===== config.mk =====
export PLATFORM = sky130hd
export DESIGN_NAME = dgw_glue
export DESIGN_NICKNAME = d
export VERILOG_FILES = /design/src/dgw_pkg.sv /design/src/dgw_glue.sv
export SDC_FILE = /design/constraint.sdc
export NUM_CORES = 1
export LEC_CHECK = 0
export ABC_AREA = 1
export BUFFER_PORTS_ARGS = -buffer_cell sky130_fd_sc_hd__buf_2
export CORE_MARGIN = 5
export CORE_UTILIZATION = 60
export CTS_BUF_LIST = sky130_fd_sc_hd__clkbuf_16
export DETAILED_ROUTE_END_ITERATION = 16
export PLACE_DENSITY = 0.95
export SLEW_MARGIN = 20
export SYNTH_ARGS = -nofsm -noshare
export SYNTH_HDL_FRONTEND = slang
export SYNTH_SLANG_ARGS = --single-unit

===== constraint.sdc =====
create_clock -name aclk -period 5.4 [get_ports aclk]
set_clock_uncertainty 0.15 [all_clocks]
set_input_delay 0.54 -clock aclk [delete_from_list [all_inputs] [get_ports aclk]]
set_output_delay 0.54 -clock aclk [all_outputs]
set_load 0.01 [all_outputs]

===== src/dgw_pkg.sv =====
package dgw_pkg;
    // ----------------------------------------
    // timing
    // ----------------------------------------
    localparam int CLK_PERIOD_NS = 40;
    localparam int BREAK_TIME_US = 13340;
    localparam int RESET_TIME_US = 130000;
    localparam int WD_TIME_US = 300000;
    localparam int WD_PULSE_US = 3000;
    localparam int BRK_CYC = (BREAK_TIME_US * 1000 + CLK_PERIOD_NS - 1) / CLK_PERIOD_NS;
    localparam int RST_CYC = (RESET_TIME_US * 1000 + CLK_PERIOD_NS - 1) / CLK_PERIOD_NS;
    localparam int WD_CYC = (WD_TIME_US * 1000 + CLK_PERIOD_NS - 1) / CLK_PERIOD_NS;
    localparam int WDP_CYC = (WD_PULSE_US * 1000 + CLK_PERIOD_NS - 1) / CLK_PERIOD_NS;
    // ----------------------------------------
    // register map
    // ----------------------------------------
    localparam logic [7:0] CTRL_OFS = 8'h00;
    localparam logic [7:0] STAT_OFS = 8'h04;
    localparam logic [7:0] LATCH_OFS = 8'h08;
    localparam logic [8:0] CTRL_RST = 9'h000;
    localparam int CTRL_CLR_BIT = 7;
    localparam int CTRL_IND_BIT = 8;
    localparam int HB_BIT = 1;
    localparam int STAT_WD_BIT = 5;
    localparam logic [1:0] RESP_OKAY = 2'h0;
    localparam logic [1:0] RESP_SLVERR = 2'h2;
    // ----------------------------------------
    // pins and address regions
    // ----------------------------------------
    localparam int PIN_RX = 0;
    localparam int PIN_CABLE = 1;
    localparam int PIN_MANUAL_N = 2;
    localparam int PIN_DROOP = 3;
    localparam int PIN_CALSW = 4;
    localparam logic [4:0] PIN_RST = 5'h05;
    typedef enum logic [2:0] {
        DGW_REG_NONE = 3'h0,
        DGW_REG_CAL = 3'h1,
        DGW_REG_LATCH = 3'h2,
        DGW_REG_RAM = 3'h3,
        DGW_REG_ROM = 3'h4
    } dgw_region_t;

    typedef struct packed {
        logic [4:0] s1;
        logic [4:0] s2;
        logic [4:0] s3;
        logic [4:0] pin;
        logic [8:0] ctrl;
        logic wd_fired;
        logic [7:0] latch_data;
        logic [7:0] indicator_n;
        logic [18:0] brk_cnt;
        logic break_q;
        logic [21:0] rst_cnt;
        logic board_rst_n_d;
        logic [22:0] os1_cnt;
        logic os1_q;
        logic [16:0] os2_cnt;
        logic hb_d;
        logic aw_got;
        logic [7:0] awaddr;
        logic w_got;
        logic [31:0] wdata;
        logic [3:0] wstrb;
        logic bvalid;
        logic [1:0] bresp;
        logic rvalid;
        logic [31:0] rdata;
        logic [1:0] rresp;
    } dgw_state_t;
endpackage


===== src/dgw_glue.sv =====
module dgw_glue #(
    parameter logic [18:0] BREAK_CYCLES = 19'(dgw_pkg::BRK_CYC),
    parameter logic [21:0] RESET_CYCLES = 22'(dgw_pkg::RST_CYC),
    parameter logic [22:0] WD_CYCLES = 23'(dgw_pkg::WD_CYC),
    parameter logic [16:0] WD_PULSE_CYCLES = 17'(dgw_pkg::WDP_CYC)
) (
    input wire logic aclk,
    input wire logic aresetn,
    input wire logic [7:0] s_axi_awaddr,
    input wire logic s_axi_awvalid,
    output logic s_axi_awready,
    input wire logic [31:0] s_axi_wdata,
    input wire logic [3:0] s_axi_wstrb,
    input wire logic s_axi_wvalid,
    output logic s_axi_wready,
    output logic [1:0] s_axi_bresp,
    output logic s_axi_bvalid,
    input wire logic s_axi_bready,
    input wire logic [7:0] s_axi_araddr,
    input wire logic s_axi_arvalid,
    output logic s_axi_arready,
    output logic [31:0] s_axi_rdata,
    output logic [1:0] s_axi_rresp,
    output logic s_axi_rvalid,
    input wire logic s_axi_rready,
    input wire logic [7:0] cpu_addr_lo,
    input wire logic [7:0] cpu_addr_hi,
    input wire logic [7:0] cpu_data,
    input wire logic cpu_rd_n,
    input wire logic cpu_wr_n,
    input wire logic cpu_write_ctl_n,
    input wire logic receive_pin,
    input wire logic cable_absent,
    input wire logic manual_reset_n,
    input wire logic supply_droop,
    input wire logic cal_switch_enable,
    input wire logic strobe2_enable_n,
    input wire logic hv_supply_cmd_n,
    output logic ram_select_n,
    output logic ram_we_n,
    output logic ram_oe_n,
    output logic rom_select_n,
    output logic rom_oe_n,
    output logic cal_mem_select_n,
    output logic cal_mem_we_n,
    output logic output_latch_select,
    output logic [7:0] latch_data,
    output logic [6:0] strobe,
    output logic relay_clear,
    output logic hv_supply_strobe,
    output logic [7:0] indicator_n,
    output logic break_out,
    output logic nmi_n,
    output logic reset_request_n,
    output logic board_reset_n
);
    import dgw_pkg::*;

    // ----------------------------------------
    // address decode
    // ----------------------------------------
    function automatic dgw_region_t region(input logic [15:0] a);
        unique case (a[15:13])
            3'h1: region = DGW_REG_CAL;
            3'h2, 3'h3: region = DGW_REG_LATCH;
            3'h4, 3'h5: region = DGW_REG_RAM;
            3'h6, 3'h7: region = DGW_REG_ROM;
            default: region = DGW_REG_NONE;
        endcase
    endfunction

    dgw_state_t st_reg;
    dgw_state_t st_next;
    logic [15:0] addr;
    dgw_region_t reg_sel;
    logic strobe_any;
    logic wr_go;
    logic wr_ok;
    logic [31:0] stat_word;

    assign addr = {cpu_addr_hi[7:6], cpu_addr_hi[5:0], cpu_addr_lo};
    assign reg_sel = region(addr);
    assign strobe_any = !cpu_rd_n || !cpu_wr_n;

    assign ram_select_n = !((reg_sel == DGW_REG_RAM) && strobe_any);
    assign ram_we_n = cpu_write_ctl_n;
    assign ram_oe_n = !cpu_write_ctl_n;
    assign rom_select_n = !(reg_sel == DGW_REG_ROM);
    assign rom_oe_n = cpu_rd_n;
    assign cal_mem_select_n = !((reg_sel == DGW_REG_CAL) && strobe_any);
    assign cal_mem_we_n = !(!cpu_write_ctl_n && board_reset_n
        && st_reg.pin[PIN_CALSW]);
    assign output_latch_select = (reg_sel == DGW_REG_LATCH) && !cpu_wr_n;

    // ----------------------------------------
    // outputs
    // ----------------------------------------
    assign latch_data = st_reg.latch_data;
    assign strobe = st_reg.ctrl[6:0];
    assign relay_clear = st_reg.ctrl[CTRL_CLR_BIT];
    assign hv_supply_strobe = st_reg.ctrl[HB_BIT] && !strobe2_enable_n
        && !hv_supply_cmd_n;
    assign indicator_n = st_reg.indicator_n;
    assign break_out = st_reg.break_q;
    assign nmi_n = !(st_reg.break_q || st_reg.pin[PIN_CABLE]);
    assign reset_request_n = (st_reg.os2_cnt == 17'h00000);
    assign board_reset_n = (st_reg.rst_cnt == 22'h000000);

    assign s_axi_awready = !st_reg.aw_got && !st_reg.bvalid;
    assign s_axi_wready = !st_reg.w_got && !st_reg.bvalid;
    assign s_axi_bvalid = st_reg.bvalid;
    assign s_axi_bresp = st_reg.bresp;
    assign s_axi_arready = !st_reg.rvalid;
    assign s_axi_rvalid = st_reg.rvalid;
    assign s_axi_rdata = st_reg.rdata;
    assign s_axi_rresp = st_reg.rresp;

    assign stat_word = {26'h0000000, st_reg.wd_fired, !reset_request_n, board_reset_n,
        st_reg.pin[PIN_CABLE], st_reg.pin[PIN_CALSW], st_reg.break_q};

    always_comb begin
        st_next = st_reg;
        wr_go = 1'b0;
        wr_ok = 1'b0;
        // ----------------------------------------
        // pin synchronisers, change once stages two and three agree
        // ----------------------------------------
        st_next.s1 = {cal_switch_enable, supply_droop, manual_reset_n, cable_absent,
            receive_pin};
        st_next.s2 = st_reg.s1;
        st_next.s3 = st_reg.s2;
        for (int i = 0; i < 5; i++) begin
            if (st_reg.s2[i] == st_reg.s3[i]) begin
                st_next.pin[i] = st_reg.s3[i];
            end
        end
        // ----------------------------------------
        // output latch and indicator latch
        // ----------------------------------------
        if (output_latch_select) begin
            st_next.latch_data = cpu_data;
        end
        if (st_reg.ctrl[CTRL_IND_BIT]) begin
            st_next.indicator_n = st_reg.latch_data;
        end
        // ----------------------------------------
        // break detector
        // ----------------------------------------
        if (st_reg.pin[PIN_RX]) begin
            st_next.brk_cnt = 19'h00000;
            st_next.break_q = 1'b0;
        end else if (st_reg.brk_cnt >= BREAK_CYCLES) begin
            st_next.break_q = 1'b1;
        end else begin
            st_next.brk_cnt = st_reg.brk_cnt + 19'h00001;
        end
        // ----------------------------------------
        // reset generator
        // ----------------------------------------
        if (st_reg.pin[PIN_DROOP] || !st_reg.pin[PIN_MANUAL_N] || !reset_request_n
            || st_reg.break_q) begin
            st_next.rst_cnt = RESET_CYCLES;
        end else if (st_reg.rst_cnt != 22'h000000) begin
            st_next.rst_cnt = st_reg.rst_cnt - 22'h000001;
        end
        st_next.board_rst_n_d = board_reset_n;
        // ----------------------------------------
        // watchdog one-shots
        // ----------------------------------------
        st_next.hb_d = st_reg.ctrl[HB_BIT];
        if (!board_reset_n) begin
            st_next.os1_cnt = 23'h000000;
        end else if ((board_reset_n && !st_reg.board_rst_n_d)
            || (st_reg.ctrl[HB_BIT] != st_reg.hb_d)) begin
            st_next.os1_cnt = WD_CYCLES;
        end else if (st_reg.os1_cnt != 23'h000000) begin
            st_next.os1_cnt = st_reg.os1_cnt - 23'h000001;
        end
        st_next.os1_q = (st_next.os1_cnt != 23'h000000);
        if (st_reg.os1_q && !st_next.os1_q && board_reset_n) begin
            st_next.os2_cnt = WD_PULSE_CYCLES;
            st_next.wd_fired = 1'b1;
        end else if (st_reg.os2_cnt != 17'h00000) begin
            st_next.os2_cnt = st_reg.os2_cnt - 17'h00001;
        end
        // ----------------------------------------
        // axi write channel
        // ----------------------------------------
        if (s_axi_awvalid && s_axi_awready) begin
            st_next.aw_got = 1'b1;
            st_next.awaddr = s_axi_awaddr;
        end
        if (s_axi_wvalid && s_axi_wready) begin
            st_next.w_got = 1'b1;
            st_next.wdata = s_axi_wdata;
            st_next.wstrb = s_axi_wstrb;
        end
        if (st_reg.bvalid && s_axi_bready) begin
            st_next.bvalid = 1'b0;
        end
        if (st_reg.aw_got && st_reg.w_got && !st_reg.bvalid) begin
            wr_go = 1'b1;
            st_next.aw_got = 1'b0;
            st_next.w_got = 1'b0;
            st_next.bvalid = 1'b1;
            st_next.bresp = RESP_OKAY;
            unique case (st_reg.awaddr)
                CTRL_OFS: begin
                    wr_ok = 1'b1;
                    if (st_reg.wstrb[0]) begin
                        st_next.ctrl[7:0] = st_reg.wdata[7:0];
                    end
                    if (st_reg.wstrb[1]) begin
                        st_next.ctrl[8] = st_reg.wdata[8];
                    end
                end
                STAT_OFS: begin
                    wr_ok = 1'b1;
                end
                LATCH_OFS: begin
                    wr_ok = 1'b1;
                end
                default: st_next.bresp = RESP_SLVERR;
            endcase
        end
        if (wr_go && wr_ok && st_reg.awaddr == STAT_OFS && st_reg.wstrb[0]
            && st_reg.wdata[STAT_WD_BIT] && !(st_reg.os1_q && !st_next.os1_q)) begin
            st_next.wd_fired = 1'b0;
        end
        if (!board_reset_n) begin
            st_next.ctrl = CTRL_RST;
        end
        // ----------------------------------------
        // axi read channel
        // ----------------------------------------
        if (st_reg.rvalid && s_axi_rready) begin
            st_next.rvalid = 1'b0;
        end
        if (s_axi_arvalid && !st_reg.rvalid) begin
            st_next.rvalid = 1'b1;
            st_next.rresp = RESP_OKAY;
            unique case (s_axi_araddr)
                CTRL_OFS: st_next.rdata = {23'h000000, st_reg.ctrl};
                STAT_OFS: st_next.rdata = stat_word;
                LATCH_OFS: st_next.rdata = {16'h0000, st_reg.indicator_n, st_reg.latch_data};
                default: begin
                    st_next.rdata = 32'h00000000;
                    st_next.rresp = RESP_SLVERR;
                end
            endcase
        end
    end

    always_ff @(posedge aclk) begin
        if (!aresetn) begin
            st_reg <= '0;
            st_reg.s1 <= PIN_RST;
            st_reg.s2 <= PIN_RST;
            st_reg.s3 <= PIN_RST;
            st_reg.pin <= PIN_RST;
            st_reg.ctrl <= CTRL_RST;
            st_reg.indicator_n <= 8'hFF;
            st_reg.rst_cnt <= RESET_CYCLES;
        end else begin
            st_reg <= st_next;
        end
    end
endmodule // dgw_glue


* Word level (Yosys, flattened, before mapping) *
Index checks and enable logic that the tools add are counted.

word-level totals
  output and inout bits = 78
  bits of input ports = 93
  flip-flop bits (word level) = 190
  logic and storage cells = 148

cells by class
  equality and inequality tests = 21
  bitwise operators = 1
  magnitude comparators = 1
  reduce and logical (&&, ||, !) cells = 73
  mux-type cells = 16
  add/subtract/negate cells = 4

operator list
  cell                     number
  $mux W23                 3
  $pmux W16 S3             1
  $reduce_bool A23 Y1      2
  $mux W35                 1
  $mux W17                 2
  $logic_and A1 B1 Y1      24
  $sub A23 B1 Y23 const B  1
  $logic_not A22 Y1        1
  $reduce_bool A22 Y1      1
  $sub A22 B1 Y22 const B  1
  $add A19 B1 Y19 const B  1
  $ge A19 B19 Y1 const B   1
  $logic_not A1 Y1         19
  $logic_not A17 Y1        1
  $reduce_bool A17 Y1      1
  $sub A17 B1 Y17 const B  1
  $eq A8 B3 Y1 const B     2
  $eq A8 B4 Y1 const B     2
  $logic_not A8 Y1         2
  $reduce_or A2 Y1         8
  $eq A3 B3 Y1 const B     5
  $eq A3 B2 Y1 const B     4
  $pmux W3 S4              1
  $eq A3 B1 Y1 const B     2
  other kinds (11)         29

* Depth between registers and ports, before layout *
  depth after elaboration = 11
  mapped depth = 18
  depth with buffers taken out = 18

* Least setup slack after synthesis *
OpenSTA, ideal clock, no wires.

  path type = register -> register
  start point = register st_reg[85] (netlist bit)
  end point = register st_reg[100] (netlist bit)
  period minus slack after synthesis = 2262 ps
  setup slack = 3138 ps
  data required time = 5135 ps
  setup time = 115 ps
  path buffers = 0
  arrival time = 1997 ps
  stages on the path, launching flop included = 14
  cells stage by stage = dfxtp_1 > inv_1 > ha_1 > nand2_1 > nor2_1 > nand3_1 > nand3_1 > nor3_1 > nand2_1 > nor3_1 > nand2_1 > nor2_1 > xnor2_1 > nor2_2

between the ends
  cells in the longest elaborated chain, start to end = 1
  elaborated cells on any way between the ends = 2
  those cells by class = 1 x add/sub; 1 x reduce/logical

ends and longest elaborated chain
  item                                                           RTL line                          RTL
  start: declaration                                             dgw_glue.sv:72                    dgw_state_t st_reg;
  start signal: assignment                                       dgw_glue.sv:265                   st_reg <= st_next;
  $sub A17 B1 Y17 / $reduce_bool A17 Y1 (equally long branches)  dgw_glue.sv:184, dgw_glue.sv:183

Several ways; a longest one is shown, not always the timed one.
A chain may end at the register's enable or synchronous reset.

* Worst setup path after layout *
  start point = register st_reg[127] (netlist bit)
  end point = register st_reg[99] (netlist bit)

between the ends
  cells in the longest elaborated chain, start to end = 10

ends and longest elaborated chain
  item                                 RTL line         RTL
  $logic_not A22 Y1 *                  dgw_glue.sv:107  assign board_reset_n = (st_reg.rst_cnt == 22'h000000);
  $logic_and A1 B1 Y1                  dgw_glue.sv:173  end else if ((board_reset_n && !st_reg.board_rst_n_d)
  $logic_or A1 B1 Y1                   dgw_glue.sv:174  || (st_reg.ctrl[HB_BIT] != st_reg.hb_d)) begin
  $mux W23                             dgw_glue.sv:173
  $mux W23                             dgw_glue.sv:171  if (!board_reset_n) begin
  $reduce_bool A23 Y1                  dgw_glue.sv:179  st_next.os1_q = (st_next.os1_cnt != 23'h000000);
  $logic_not A1 Y1                     dgw_glue.sv:180  if (st_reg.os1_q && !st_next.os1_q && board_reset_n) begin
  $logic_and A1 B1 Y1                  dgw_glue.sv:180
  $logic_and A1 B1 Y1 *                dgw_glue.sv:180
  $reduce_or A2 Y1 (no source line) *  -

Every way passes the cells marked *; elsewhere a longest branch is shown, timed or not.

==> results.ini <==
[run_status]
status = completed

[sta]
rsz0062_at_grt = false
relSlewSlack_pct = 38.7
finalSetupViolCount = 0
timing.fmax_mhz = 301
hold_viol = 0
fin_hold_ws_ns = 0.136
period_share_pct = 61.5
final_max_slew_viol_count = 0
worstMarginPinSlew_ns = 0.917
setup_slack_ns = 2.08
period_needed_ns = 3.32
finalSetupTns_ns = 0

[routing]
wl_per_cell_um = 14.4
drt-pass1-iter-count = 7
wl_mm = 21.4
drcViolationCount = 0
drtIter0Drc = 821
drtAntennaViolNets = 0
viasPerCell = 5.53
dr_total_vias = 8200

[placed_design]
hpwl_mm = 15.2
placedCellCount = 1451
dp_slack_ns = 2.08
gp_congestion = 0.940
io_buffers = 114

[global_route]
grt_pass1_wl_mm = 34.7
grt_start_max_net_pins = 56
gr-total-overflow = 0
grt_util_all_layers_pct = 25.7
antenna_found_initial = 0
grt_pass1_vias = 7632

[clock_tree]
clock_sink_count = 172
cts-resized-gates = 0
hold_buffers = 0
cts_buffer_depth = 2
cts_tree = built
postCtsSetupBuffers = 0
root_buffer = clkbuf_16
htreeDepth = 4
clk_latency_ns = 0.44
cts.reportedPaths.clkPinSlew_ns = 0.06
cts_buffers = 17

[floorplanning]
die_area_um2 = 16600
dieHeight_um = 129
initial_core_util_pct = 61.1
dieWidth_um = 129
rows = 43
core_um2 = 13900
io_pins = 171

[pwr]
p_leak_nw = 4.30
peakVddDrop_mv = 0.260
p_per_area_nw_per_um2 = 335
totalPowerFinal_w = 0.00313

[synth]
seq_area_frac_synth_pct = 40.6
synthTopCellsByCount = nand2_1 (245), dfxtp_1 (172), nor2_1 (168)
yosys.cell_count.top_type = nand2_1
synth_area_um2 = 8490
synth-main-ff-cell = dfxtp_1
synth_edf_count = 0
synth_seq_cells = 172
synth_top_area_share_pct = 40.6
syn_inst = 1227
async_reset_ff_share_pct = 0
synth_area_leaders = dfxtp_1 (41%), nand2_1 (11%), nor2_1 (7.4%)
yosysWarningCount = 0
syn_avg_cell_area_um2 = 6.92
synth_top_cell_by_area = dfxtp_1
synth_cell_types = 40

[setup_path]
critPathKind = flop to flop
critPathArrivalTime_ns = 3.50
crit_family = simple AND/OR/NAND/NOR gates
worst-r2r-cell-count = 14
path_depth = 14
startpoint_type = flop
r2r_end = st_reg[99]
cp_cell_sequence = inv_1 -> ha_1 -> nand2_1 -> nor2_2 -> nand3_2 -> nor2_2 -> nor2_2 -> nand2_1 -> o21ai_0 -> nand2_1 -> nor2_2 -> nand4_4 -> nand2_4 -> nor2_1
rrSetupSlack_ns = 2.08
cp_slowest_cell = nor2_2
required_ns = 5.58
r2r-start = st_reg[127]
path_buf_inv = 1
cp_common_cell = nor2_2
cpPeakStageDelay_ns = 0.69
critPathCaptureType = flop
cp_max_fo = 23

[final_layout]
stdcell_count = 1483
antenna_cells = 0
largest_reg_flops = 117
final_layout_size_suffix_gt1_share_pct = 13.7
areaGrowthSynthToFinish_pct = 10.1
nNetsFinal = 1389

[hold_path]
min_from = cal_switch_enable
hold_path_class = input port to flop
hold_depth = 3
whs_endpoint = st_next[209]

[flow_run]
drv_cap = 0

-- metal layers --
metal / wire length, um / vias up / track usage (%)
met4: 672 / 0 / 12.5
met1: 8920 / 3726 / 32.5
li1: - / 4035 / -
met2: 10100 / 374 / 42.1
met5: 0 / - / 0
met3: 1690 / 65 / 4.90
-- tightest hold or removal path, delay by kind of cell --
| family | cells | cell delay, ns |
|---|---|---|
| buf+inv | 2 | 0.12 |
| simple gates | 1 | 0.04 |
-- how the worst max path moves through the flow --
stage | startpoint | endpoint
2_1_floorplan | st_reg[85] | st_reg[100]
5_1_grt | st_reg[127] | st_reg[99]
3_5_place_dp | aresetn | st_reg[194]
4_1_cts | st_reg[127] | st_reg[99]
3_3_place_gp | aresetn | st_reg[194]
6_report | st_reg[127] | st_reg[99]
-- cell type report --
class,count,area [um2]
Clock inverter,15,149
Fill cell,1104,4540
Sequential cell,172,3440
Multi-Input combinational cell,837,3960
Timing Repair Buffer,116,586
Inverter,146,548
Clock buffer,17,425
Tap cell,180,225
-- report_power, final --
| part | switching, W | internal, W |
|---|---|---|
| logic | 0.000350 | 0.000183 |
| clock network | 0.000516 | 0.000679 |
| registers | 0.0000601 | 0.00134 |
| total | 0.000926 | 0.00221 |
-- per-stage QoR --
step	instance area, um2	utilization [%]
finish	9340	67.3
global route	9340	67.3
CTS	9340	67.3
detailed placement	8770	63.2
global placement	8770	63.2
floorplan	8550	-
-- cells in the final DEF, fill, tap and decap left out, drive strengths merged, types with 9 or more instances in the layout --
master	synthesis	layout
conb	1	18
o21ai	86	86
nand2	248	248
a21oi	108	108
xor2	9	9
buf	73	116
inv	144	146
clkbuf	16	17
nand4	26	26
nand3	72	72
dfxtp	172	172
nor3	22	22
nor2	186	186
o211ai	10	10
clkinv	2	9
-- logic make-up after synthesis --
kind of cell | synth area share (%)
buffers and inverters | 13.5
AND/OR/NAND/NOR | 29.9
XOR/XNOR | 1.34
adder cells (fa/ha/maj) | 0.885
AO/OA/AOI/OAI | 13.8
flip-flops | 40.6
other | 0.0442
No activity file was read; power rests on OpenSTA's default activity.
